===== src/eeprom_front_pkg.sv =====
// Shared constants for the serial EEPROM command front end
package eeprom_front_pkg;
  // Operation codes of the first byte
  localparam logic [7:0] OP_SET_WEL = 8'h06;
  localparam logic [7:0] OP_CLR_WEL = 8'h04;
  localparam logic [7:0] OP_RD_STATUS = 8'h05;
  localparam logic [7:0] OP_WR_STATUS = 8'h01;
  localparam logic [7:0] OP_RD_ARRAY = 8'h03;
  localparam logic [7:0] OP_WR_ARRAY = 8'h02;
  // Status register layout
  localparam int ST_BUSY = 0;
  localparam int ST_WEL = 1;
  localparam int ST_BP0 = 2;
  localparam int ST_BP1 = 3;
  localparam int ST_PIN_EN = 7;
  localparam logic [7:0] STATUS_RST = 8'h00;
  localparam logic [7:0] STATUS_WR_MASK = 8'h8C;
  // Serial framing
  localparam int BYTE_W = 8;
  localparam int ADDR_BITS = 16;
  localparam int ARRAY_ADDR_W = 13;
  localparam int FIFO_DEPTH = 8;
  localparam int SYNC_W = 4;
  // Self-timed write cycle
  localparam int T_WC_MS = 10;
  localparam int CLK_FREQ_KHZ = 50000;
  localparam int WC_CYCLES = T_WC_MS * CLK_FREQ_KHZ;
  // Frame phases
  typedef enum logic [2:0] {PH_OPCODE, PH_ADDR, PH_WDATA, PH_SDATA, PH_RDATA, PH_SOUT, PH_IDLE} phase_e;
endpackage


===== src/pin_sync.sv =====
// Two-flop synchroniser for a group of pin inputs
`timescale 1ns/100ps
module pin_sync #(
  parameter int W = 4,
  parameter logic [W-1:0] RST_VAL = '0
) (
  input wire logic clock,
  input wire logic rstn,
  input wire logic [W-1:0] pin_in,
  output logic [W-1:0] pin_out
);
  logic [W-1:0] meta_q;

  // First stage feeds only the second
  always_ff @(posedge clock or negedge rstn) begin
    if (!rstn) begin
      meta_q <= RST_VAL;
      pin_out <= RST_VAL;
    end else begin
      meta_q <= pin_in;
      pin_out <= meta_q;
    end
  end
endmodule // pin_sync


===== src/byte_fifo.sv =====
// Small synchronous FIFO with valid/ready on both sides
`timescale 1ns/100ps
module byte_fifo #(
  parameter int W = 8,
  parameter int DEPTH = 8
) (
  input wire logic clock,
  input wire logic rstn,
  input wire logic [W-1:0] in_data,
  input wire logic in_valid,
  output logic in_ready,
  output logic [W-1:0] out_data,
  output logic out_valid,
  input wire logic out_ready
);
  localparam int AW = $clog2(DEPTH);

  initial begin
    if (DEPTH < 2 || (1 << AW) != DEPTH) $error("byte_fifo: DEPTH must be a power of two >= 2");
  end

  logic [W-1:0] mem [DEPTH];
  logic [AW:0] wr_ptr_q;
  logic [AW:0] rd_ptr_q;
  wire full = (wr_ptr_q[AW] != rd_ptr_q[AW]) && (wr_ptr_q[AW-1:0] == rd_ptr_q[AW-1:0]);
  wire empty = (wr_ptr_q == rd_ptr_q);
  wire push = in_valid && !full;
  wire pop = out_ready && !empty;

  // Handshake flags
  assign in_ready = !full;
  assign out_valid = !empty;
  assign out_data = mem[rd_ptr_q[AW-1:0]];

  // Storage
  always_ff @(posedge clock) begin
    if (push) begin
      mem[wr_ptr_q[AW-1:0]] <= in_data;
    end
  end

  // Pointers
  always_ff @(posedge clock or negedge rstn) begin
    if (!rstn) begin
      wr_ptr_q <= '0;
      rd_ptr_q <= '0;
    end else begin
      if (push) wr_ptr_q <= wr_ptr_q + 1'b1;
      if (pop) rd_ptr_q <= rd_ptr_q + 1'b1;
    end
  end
endmodule // byte_fifo


===== src/spi_eeprom_front.sv =====
// SPI slave command front end of a serial EEPROM
`timescale 1ns/100ps
module spi_eeprom_front #(
  parameter int WRITE_CYCLES = eeprom_front_pkg::WC_CYCLES,
  parameter int ADDR_W = eeprom_front_pkg::ARRAY_ADDR_W,
  parameter int FIFO_DEPTH = eeprom_front_pkg::FIFO_DEPTH
) (
  input wire logic clock,
  input wire logic rstn,
  input wire logic sck,
  input wire logic cs_n,
  input wire logic si,
  input wire logic wp_n,
  output logic so_out,
  output logic so_oe_n,
  output logic rd_req,
  output logic [ADDR_W-1:0] rd_addr,
  input wire logic [7:0] rd_data,
  output logic [7:0] wr_data,
  output logic wr_valid,
  input wire logic wr_ready,
  output logic prog_start,
  output logic [ADDR_W-1:0] prog_addr,
  output logic busy,
  output logic write_latch,
  output logic [7:0] status,
  output logic standby,
  output logic overrun
);
  initial begin
    if (WRITE_CYCLES < 2) $error("spi_eeprom_front: WRITE_CYCLES must be at least 2");
    if (ADDR_W < 1 || ADDR_W > eeprom_front_pkg::ADDR_BITS) $error("spi_eeprom_front: ADDR_W out of range");
  end

  ////////////////////////////////////////////////////////////////////////
  // Pin synchronisation and edge detection
  logic s_sck, s_cs_n, s_si, s_wp_n, sck_prev_q, cs_prev_q;
  pin_sync #(.W(eeprom_front_pkg::SYNC_W), .RST_VAL(4'hA)) u_sync (
    .clock(clock),
    .rstn(rstn),
    .pin_in({cs_n, sck, wp_n, si}),
    .pin_out({s_cs_n, s_sck, s_wp_n, s_si})
  );

  // Previous levels for edge finding
  always_ff @(posedge clock or negedge rstn) begin
    if (!rstn) begin
      sck_prev_q <= 1'b0;
      cs_prev_q <= 1'b1;
    end else begin
      sck_prev_q <= s_sck;
      cs_prev_q <= s_cs_n;
    end
  end

  wire cs_fall = !s_cs_n && cs_prev_q;
  wire cs_rise = s_cs_n && !cs_prev_q;
  wire sck_rise = s_sck && !sck_prev_q && !s_cs_n && !cs_fall;
  wire sck_fall = !s_sck && sck_prev_q && !s_cs_n && !cs_fall;

  ////////////////////////////////////////////////////////////////////////
  // Frame state and decode
  eeprom_front_pkg::phase_e phase_q;
  logic [2:0] bit_cnt_q;
  logic [7:0] shift_in_q, op_q, stat_new_q, stat_nv_q;
  logic acc_q, addr_hi_done_q, stat_got_q, wr_bytes_q, wp_abort_q, busy_q, wel_q;
  logic [eeprom_front_pkg::ADDR_BITS-1:0] addr_q;
  wire [7:0] rx_byte = {shift_in_q[6:0], s_si};
  wire byte_done = sck_rise && (bit_cnt_q == 3'h7);
  wire in_opcode = (phase_q == eeprom_front_pkg::PH_OPCODE);
  wire [7:0] status_now = {stat_nv_q[7:2], wel_q, busy_q};
  wire wp_block = stat_nv_q[eeprom_front_pkg::ST_PIN_EN] && !s_wp_n;

  // Opcode to phase map
  function automatic eeprom_front_pkg::phase_e op_phase(input logic [7:0] op, input logic bsy);
    if (bsy && op != eeprom_front_pkg::OP_RD_STATUS) return eeprom_front_pkg::PH_IDLE;
    case (op)
      eeprom_front_pkg::OP_RD_STATUS: return eeprom_front_pkg::PH_SOUT;
      eeprom_front_pkg::OP_WR_STATUS: return eeprom_front_pkg::PH_SDATA;
      eeprom_front_pkg::OP_RD_ARRAY, eeprom_front_pkg::OP_WR_ARRAY: return eeprom_front_pkg::PH_ADDR;
      default: return eeprom_front_pkg::PH_IDLE;
    endcase
  endfunction

  // Accepted means one of the six codes, honoured under current busy state
  function automatic logic op_known(input logic [7:0] op, input logic bsy);
    if (bsy) return op == eeprom_front_pkg::OP_RD_STATUS;
    return op == eeprom_front_pkg::OP_SET_WEL || op == eeprom_front_pkg::OP_CLR_WEL
        || op == eeprom_front_pkg::OP_RD_STATUS || op == eeprom_front_pkg::OP_WR_STATUS
        || op == eeprom_front_pkg::OP_RD_ARRAY || op == eeprom_front_pkg::OP_WR_ARRAY;
  endfunction

  // Bit counter and input shifter, counter restarted by select falling
  always_ff @(posedge clock or negedge rstn) begin
    if (!rstn) begin
      bit_cnt_q <= 3'h0;
      shift_in_q <= 8'h00;
    end else if (cs_fall) begin
      bit_cnt_q <= 3'h0;
    end else if (sck_rise) begin
      bit_cnt_q <= bit_cnt_q + 3'h1;
      shift_in_q <= rx_byte;
    end
  end

  // Phase sequencing
  always_ff @(posedge clock or negedge rstn) begin
    if (!rstn) begin
      phase_q <= eeprom_front_pkg::PH_IDLE;
      op_q <= 8'h00;
      acc_q <= 1'b0;
      addr_hi_done_q <= 1'b0;
    end else if (cs_fall) begin
      phase_q <= eeprom_front_pkg::PH_OPCODE;
      acc_q <= 1'b0;
      addr_hi_done_q <= 1'b0;
    end else if (byte_done) begin
      case (phase_q)
        eeprom_front_pkg::PH_OPCODE: begin
          op_q <= rx_byte;
          acc_q <= op_known(rx_byte, busy_q);
          phase_q <= op_phase(rx_byte, busy_q);
        end
        eeprom_front_pkg::PH_ADDR: begin
          addr_hi_done_q <= 1'b1;
          if (addr_hi_done_q) begin
            phase_q <= (op_q == eeprom_front_pkg::OP_RD_ARRAY) ? eeprom_front_pkg::PH_RDATA
                                                               : eeprom_front_pkg::PH_WDATA;
          end
        end
        eeprom_front_pkg::PH_SDATA: phase_q <= eeprom_front_pkg::PH_IDLE;
        default: phase_q <= phase_q;
      endcase
    end
  end

  ////////////////////////////////////////////////////////////////////////
  // Address, data capture and protect tracking
  wire addr_last = byte_done && phase_q == eeprom_front_pkg::PH_ADDR && addr_hi_done_q;
  wire rd_next = addr_last && op_q == eeprom_front_pkg::OP_RD_ARRAY
              || byte_done && phase_q == eeprom_front_pkg::PH_RDATA;
  wire wdata_byte = byte_done && phase_q == eeprom_front_pkg::PH_WDATA && wel_q;
  wire fifo_in_ready;
  logic rd_req_q, overrun_q;

  always_ff @(posedge clock or negedge rstn) begin
    if (!rstn) begin
      addr_q <= '0;
      stat_new_q <= 8'h00;
      stat_got_q <= 1'b0;
      wr_bytes_q <= 1'b0;
      wp_abort_q <= 1'b0;
      overrun_q <= 1'b0;
    end else if (cs_fall) begin
      stat_got_q <= 1'b0;
      wr_bytes_q <= 1'b0;
      wp_abort_q <= 1'b0;
      overrun_q <= 1'b0;
    end else begin
      if (sck_rise && phase_q == eeprom_front_pkg::PH_ADDR) addr_q <= {addr_q[14:0], s_si};
      if (byte_done && phase_q == eeprom_front_pkg::PH_RDATA) addr_q <= addr_q + 16'h0001;
      if (byte_done && phase_q == eeprom_front_pkg::PH_SDATA) begin
        stat_new_q <= rx_byte;
        stat_got_q <= 1'b1;
      end
      if (wdata_byte && fifo_in_ready) wr_bytes_q <= 1'b1;
      if (wdata_byte && !fifo_in_ready) overrun_q <= 1'b1;
      if (!s_cs_n && op_q == eeprom_front_pkg::OP_WR_STATUS && acc_q && wp_block) wp_abort_q <= 1'b1;
    end
  end

  // Read fetch request, one pulse per byte
  always_ff @(posedge clock or negedge rstn) begin
    if (!rstn) rd_req_q <= 1'b0;
    else rd_req_q <= rd_next;
  end

  ////////////////////////////////////////////////////////////////////////
  // Output shifter, driven on falling clock only
  logic [7:0] tx_q;
  logic so_q, oe_n_q;
  wire out_phase = phase_q == eeprom_front_pkg::PH_SOUT || phase_q == eeprom_front_pkg::PH_RDATA;
  wire load_status = byte_done && (in_opcode && op_phase(rx_byte, busy_q) == eeprom_front_pkg::PH_SOUT
                                   || phase_q == eeprom_front_pkg::PH_SOUT);

  always_ff @(posedge clock or negedge rstn) begin
    if (!rstn) begin
      tx_q <= 8'h00;
      so_q <= 1'b0;
      oe_n_q <= 1'b1;
    end else if (s_cs_n) begin
      oe_n_q <= 1'b1;
    end else if (load_status) begin
      tx_q <= status_now;
    end else if (rd_req_q) begin
      tx_q <= rd_data;
    end else if (sck_fall && out_phase) begin
      so_q <= tx_q[7];
      tx_q <= {tx_q[6:0], 1'b0};
      oe_n_q <= 1'b0;
    end
  end

  ////////////////////////////////////////////////////////////////////////
  // Latch, self-timed write cycle and status commit
  localparam int CW = $clog2(WRITE_CYCLES);
  logic [CW-1:0] wc_cnt_q;
  logic stat_pend_q, prog_q;
  logic [ADDR_W-1:0] prog_addr_q;
  wire end_ok = cs_rise && acc_q && !busy_q;
  wire go_array = end_ok && op_q == eeprom_front_pkg::OP_WR_ARRAY && wel_q && wr_bytes_q;
  wire go_status = end_ok && op_q == eeprom_front_pkg::OP_WR_STATUS && wel_q && stat_got_q
                   && !wp_abort_q && !wp_block;
  wire launch = go_array || go_status;
  wire wc_done = busy_q && wc_cnt_q == '0;

  always_ff @(posedge clock or negedge rstn) begin
    if (!rstn) begin
      busy_q <= 1'b0;
      wc_cnt_q <= '0;
      stat_pend_q <= 1'b0;
      prog_q <= 1'b0;
      prog_addr_q <= '0;
    end else begin
      prog_q <= go_array;
      if (launch) begin
        busy_q <= 1'b1;
        wc_cnt_q <= CW'(WRITE_CYCLES - 1);
        stat_pend_q <= go_status;
        prog_addr_q <= addr_q[ADDR_W-1:0];
      end else if (wc_done) begin
        busy_q <= 1'b0;
        stat_pend_q <= 1'b0;
      end else if (busy_q) begin
        wc_cnt_q <= wc_cnt_q - 1'b1;
      end
    end
  end

  // Latch and non-volatile status bits
  always_ff @(posedge clock or negedge rstn) begin
    if (!rstn) begin
      wel_q <= 1'b0;
      stat_nv_q <= eeprom_front_pkg::STATUS_RST;
    end else if (wc_done) begin
      wel_q <= 1'b0;
      if (stat_pend_q) stat_nv_q <= stat_new_q & eeprom_front_pkg::STATUS_WR_MASK;
    end else if (end_ok && op_q == eeprom_front_pkg::OP_SET_WEL) begin
      wel_q <= 1'b1;
    end else if (end_ok && op_q == eeprom_front_pkg::OP_CLR_WEL) begin
      wel_q <= 1'b0;
    end
  end

  ////////////////////////////////////////////////////////////////////////
  // Write data buffer toward the array programmer
  byte_fifo #(.W(eeprom_front_pkg::BYTE_W), .DEPTH(FIFO_DEPTH)) u_fifo (
    .clock(clock),
    .rstn(rstn),
    .in_data(rx_byte),
    .in_valid(wdata_byte),
    .in_ready(fifo_in_ready),
    .out_data(wr_data),
    .out_valid(wr_valid),
    .out_ready(wr_ready)
  );

  // Port drive
  assign so_out = so_q;
  assign so_oe_n = oe_n_q;
  assign rd_req = rd_req_q;
  assign rd_addr = addr_q[ADDR_W-1:0];
  assign prog_start = prog_q;
  assign prog_addr = prog_addr_q;
  assign busy = busy_q;
  assign write_latch = wel_q;
  assign status = status_now;
  assign standby = s_cs_n && !busy_q;
  assign overrun = overrun_q;
endmodule // spi_eeprom_front


===== config.mk =====
export PLATFORM = sky130hd
export DESIGN_NAME = spi_eeprom_front
export DESIGN_NICKNAME = d
export VERILOG_FILES = /design/src/eeprom_front_pkg.sv /design/src/pin_sync.sv /design/src/byte_fifo.sv /design/src/spi_eeprom_front.sv
export SDC_FILE = /design/constraint.sdc
export NUM_CORES = 1
export LEC_CHECK = 0
export ABC_AREA = 0
export BUFFER_PORTS_ARGS = -buffer_cell sky130_fd_sc_hd__buf_2
export CAP_MARGIN = 5
export CORE_ASPECT_RATIO = 0.9
export CORE_MARGIN = 3
export CORE_UTILIZATION = 40
export DETAILED_ROUTE_END_ITERATION = 8
export GPL_TIMING_DRIVEN = 0
export PLACE_DENSITY = 0.63
export SYNTH_ARGS = -nofsm -noshare
export SYNTH_HDL_FRONTEND = slang
export SYNTH_HIERARCHICAL = 1
export SYNTH_SLANG_ARGS = --single-unit

===== constraint.sdc =====
create_clock -name clock -period 8.4 [get_ports clock]
set_input_delay 2.1 -clock clock [delete_from_list [all_inputs] [get_ports clock]]
set_output_delay 2.1 -clock clock [all_outputs]
set_load 0.02 [all_outputs]

* Word-level counts from Yosys, hierarchy flattened
Memories as Yosys holds them, arrays and structs flattened. Cells that the tools add are included.
Word-level totals: bits in writable memories 64, bits in latches 0, bits in read-only memories 0, memories 1, register bits after elaboration 119, input port bits 15
Cells by class: shifts and indexed selects 0, muxes and demuxes 55, reductions and logical operators 93, eq/ne operators 26, add/subtract/negate cells 5, bitwise gates (word level) 4, multipliers 0, divide/modulo/power cells 0, magnitude comparators 0
Memories:
- u_fifo.mem | depth 8, bits a word 8, rd ports 1, clocked after Yosys merged registers in 0, write ports 1, RTL line byte_fifo.sv:22 | logic [W-1:0] mem [DEPTH];
Operator list (number):
- $mux 19 | 3
- $logic_and 1x1->1 | 43
- $eq 8x3->1 const B | 5
- $mux 1 | 36
- $eq 8x2->1 const B | 4
- $mux 16 | 2
- $mux 3 | 9
- $mux 8 | 3
- $reduce_bool 2->1 | 12
- $logic_not 19->1 | 1
- $sub 19x1->19 const B | 1
- $pmux 3 s3 | 2
- $add 16x1->16 const B | 1
- $eq 8x1->1 const B | 2
- $reduce_and 2->1 | 8
- $eq 3x3->1 const B | 4
- $logic_not 1->1 | 11
- $logic_or 1x1->1 | 9
- $reduce_and 3->1 | 3
- $add 4x1->4 const B | 2
- $ne 8x3->1 const B | 1
- $eq 3x2->1 const B | 2
- $reduce_bool 3->1 | 2
- $eq 4x4->1 | 1
- other kinds (12) | 16

* Logic depth before layout (Yosys ltp)
depth in word-level cells 12, mapped depth 8, gate-level depth less buffers 7

* By module
Netlist, hierarchy kept.
By module, submodules not included:
- spi_eeprom_front | times used 1, seq. area each 2382.3 sq um, area each 4660.7 sq um, cells an instance 456
- byte_fifo | times used 1, seq. area each 2122.0 sq um, area each 3069.2 sq um, cells an instance 150
- pin_sync | times used 1, seq. area each 205.2 sq um, area each 205.2 sq um, cells an instance 8

* Worst setup path before layout
OpenSTA, ideal clock, no wires.
path type register to output, from register u_fifo.rd_ptr_q[0], to output port wr_data[0], required time 6300 ps, data arrival time 1457 ps, cell stages (with the launch flop) 4, slack 4843 ps, buffers on the path 1, cell sequence dfrtp_1 -> buf_2 -> mux4_2 -> mux2_2
On the way: longest elaborated chain between the ends 1
Ends and longest elaborated chain:
- start: declaration | RTL line byte_fifo.sv:24 | logic [AW:0] rd_ptr_q;
- start signal: assignment | RTL line byte_fifo.sv:49 | if (pop) rd_ptr_q <= rd_ptr_q + 1'b1;
- $mem_v2 8x8
- end: declaration | RTL line spi_eeprom_front.sv:19 | output logic [7:0] wr_data,
Every way passes these cells.

* Worst setup path in the final report
from register u_fifo.rd_ptr_q[1], to output port wr_data[3]
Same word-level chain as after synthesis.

==> run metrics <==
LEAKAGE=4.031 nW; Antenna Diode Count=0; initial antenna violation count=0; Hold Vio Cnt, Final=0; fraction of layout instances using a drive strength above 1=0.3003; core area=19340 um2; synthesized area per cell=12.92 um2; worst reg2reg endpoint=u_fifo/mem[6][2]$_DFFE_PP_; Port Buf Inserts=62; sw frac=0.2237; RSZ-0062 raised after global routing=no; max cap viols=0; power per cell area=193.0 nW/um2; Synth Warn #=6; critical path's most frequent cell=buf_2; Post-Synth Adder-Cell Area=0.009461; routed len/inst=17.14 um; total global-route track usage=0.1589; CTS Hold Bufs=0; Worst slew margin=0.1682; drc violations=0; Max VDD drop=0.1369 mV; synthesis-to-finish area growth=16.40%; CP Cell Sequence=buf_2, buf_2, mux4_2, mux2_2, buf_2; DIE AREA=21570 um2; Storage cell area=4710 um2; TritonRoute pass-1 iters=5; clk buf depth=2; final hold slack=0.3486 ns; Syn Inst Count=614; share of total power in sequential cells=0.533; arrival time worst endpoint=2.25 ns; crit path to=wr_data[3]; GR Overflow Total=0; Inserted Clock Buffers=17; largest net degree at the start of global routing=71; highest net fanout along the worst path=10; Largest stage delay, worst path=0.40 ns; CTS tree=built; min Tclk post-route=4.346 ns; final wirelength=16550 um; initial core utilization=0.4103; Post-Synth XOR/XNOR Area=0.02617; NetSw=0.3987 mW; vias in the first global route=5282; Post-Route Setup TNS=0 ns; skew final=0.009051 ns; Placer Congestion=0.8276; Yosys top cell by area=dfrtp_1; Synth Area in Simple Gates=0.1413; H-tree lvl count=4; Cell Int Power=1.384 mW; actual slew at the worst max-slew pin=1.244 ns; Design Power=1.782 mW; critical path's slowest cell=dfrtp_1; drt first-iter violations=259; Final Setup Violations=0; Post-synth ARST share=0.6343; number of synthesized flops with an enable pin=64; setup repair bufs after CTS=0; Comb power frac=0.035; status=finished clean; DRT antenna net count=0; largest family of logic cells by synthesized area=simple AND/OR/NAND/NOR gates; Max Freq=230.1 MHz; Final Max Tran Viols=0; Synth Flop Type=dfrtp_1; Clk pwr share=0.431; multi-input logic area=3064 um2; Synth Area in Compound Gates=0.07174; # resized after CTS=0; TritonCTS Sinks=175; vias per inst=5.352; main area contributors after synthesis=dfrtp_1 32%, edfxtp_1 24%, mux2_2 6.4%, mux4_2 4.5%, nand2_1 3.8%; final worst-path cycle share=0.5174; Hold Crit Class=flop to flop; Yosys top cell area share=0.3248; kind of critical path=flop to output pin; first-pass GRT wire length=27450 um; Seq cells post-synth=175; cells on worst reg2reg path=7; reg2reg start=u_sync/pin_out[3]$_DFF_PN1_; Clk Latency, worst-skew pair=0.42 ns; mux contribution to synthesized area=0.1321; row count=48; nets@finish=724; vias=5170; critical path launch point=u_fifo/rd_ptr_q[1]$_DFFE_PN0P_; root buf cell=clkbuf_16; R2R Setup Slk=4.31 ns; Fillers=1723; Clock transition at path regs=0.06 ns; CP endpoint kind=output pin; die width=154.5 um; Netlist cell types=79; Post-Syn Area=7935 um2; HPWL after DPL=11690 um; post-synthesis sequential area ratio=0.5935; # IOs=66; WP data required=6.30 ns; Worst setup SP type=flop; die height=139.6 um
-- power by group through the flow --
stage	clock, mW	sequential, mW	combinational [mW]
finish	0.769	0.951	0.0631
global route	0.828	0.956	0.0728
CTS	0.788	0.952	0.0646
detailed placement	0	0.969	0.0640
global placement	0	0.965	0.0605
floorplan	0	0.954	0.0397
-- sequential cells by signal, summed over array words and instances (netlist names), 3 cells and up --
register         flops
addr_q              13
bit_cnt_q            3
op_q                 8
phase_q              3
prog_addr           13
shift_in_q           7
stat_new_q           3
stat_nv_q            3
tx_q                 8
u_fifo/mem          64
u_fifo/rd_ptr_q      4
u_fifo/wr_ptr_q      4
u_sync/meta_q        4
u_sync/pin_out       4
wc_cnt_q            19
-- cell usage in the layout (no fill, tap or decap), drive strengths merged, types with 6 or more instances in the layout --
cell type | synthesis | layout
dfrtp | 103 | 103
buf | 19 | 87
nand2 | 82 | 82
edfxtp | 64 | 64
mux2 | 50 | 50
nor2 | 39 | 39
clkbuf | 13 | 32
a21oi | 24 | 24
o21ai | 17 | 17
mux4 | 16 | 16
nor3 | 14 | 14
xor2 | 13 | 13
inv | 9 | 12
nand3 | 11 | 11
mux2i | 11 | 11
nor4 | 11 | 11
nand4 | 10 | 10
or3 | 9 | 9
dfstp | 8 | 8
ha | 6 | 6
xnor2 | 6 | 6
clkinv | 0 | 6
-- synth_stat cells, types with 3 or more instances --
cell type,count
dfrtp_1,103
nand2_1,81
edfxtp_1,64
mux2_2,45
nor2_1,39
a21oi_1,23
mux4_2,16
o21ai_0,14
nor3_1,13
buf_2,12
clkbuf_1,12
mux2i_1,11
nand3_1,11
xor2_1,11
nand4_1,10
nor4_1,9
or3_1,9
dfstp_2,8
inv_1,8
buf_4,6
ha_1,6
nand2b_1,5
nor2b_1,5
a41oi_1,4
mux2_4,4
xnor2_1,4
a22oi_1,3
and2_1,3
and3_1,3
and3b_1,3
nand3b_1,3
nor4b_1,3
o41ai_1,3
-- per-stage QoR --
stage	std cells	cell area [um2]	worst slack (ns)	utilization
2_1_floorplan	616	7943	4.843	-
3_3_place_gp	928	8566	3.699	0.4429
3_5_place_dp	934	8665	4.353	0.4480
4_1_cts	966	9236	3.990	0.4776
5_1_grt	966	9236	3.922	0.4776
6_report	966	9236	4.054	0.4776
-- critical path: cells and delay by family, from the launching register on --
family                 cells  cell delay, ns
buffers and inverters      3            0.79
flip-flops                 1            0.40
multiplexers               2            0.63
-- worst min-delay path by stage --
stage | start | endpoint | cells past startpoint
floorplan | u_sync/meta_q[0]$_DFF_PN0_ | u_sync/pin_out[0]$_DFF_PN0_ | 0
global placement | u_sync/meta_q[2]$_DFF_PN0_ | u_sync/pin_out[2]$_DFF_PN0_ | 0
detailed placement | u_sync/meta_q[2]$_DFF_PN0_ | u_sync/pin_out[2]$_DFF_PN0_ | 0
CTS | u_sync/meta_q[2]$_DFF_PN0_ | u_sync/pin_out[2]$_DFF_PN0_ | 0
global route | u_sync/meta_q[3]$_DFF_PN1_ | u_sync/pin_out[3]$_DFF_PN1_ | 0
finish | u_sync/meta_q[2]$_DFF_PN0_ | u_sync/pin_out[2]$_DFF_PN0_ | 0
-- area by class of cell --
cell class                 instances  share of cell area
multi-input combinational        400              0.3318
clock inverter                    13             0.01504
timing repair buffer              68             0.04091
clock buffer                      19             0.04687
buffer                            32             0.01802
tap                              250             0.03387
sequential                       175              0.5099
inverter                           9            0.003658
-- cell families after synthesis --
family                     after synthesis
AOI/OAI and AO/OA                       79
other                                    1
xor gates and xnor gates                19
buffers and inverters                   41
and+or+nand+nor                        216
adders and majority gates                6
DFF                                    175
muxes                                   77
-- per-layer routing --
layer  up-vias  track usage  routed length (um)
li1       2451            -                   -
met1      2568       0.2072                7269
met2       133       0.2615                8194
met3        18      0.04104                 826
met4         0      0.05065                 263
met5         -            0                   0
Power figures use the tool's default switching activity.
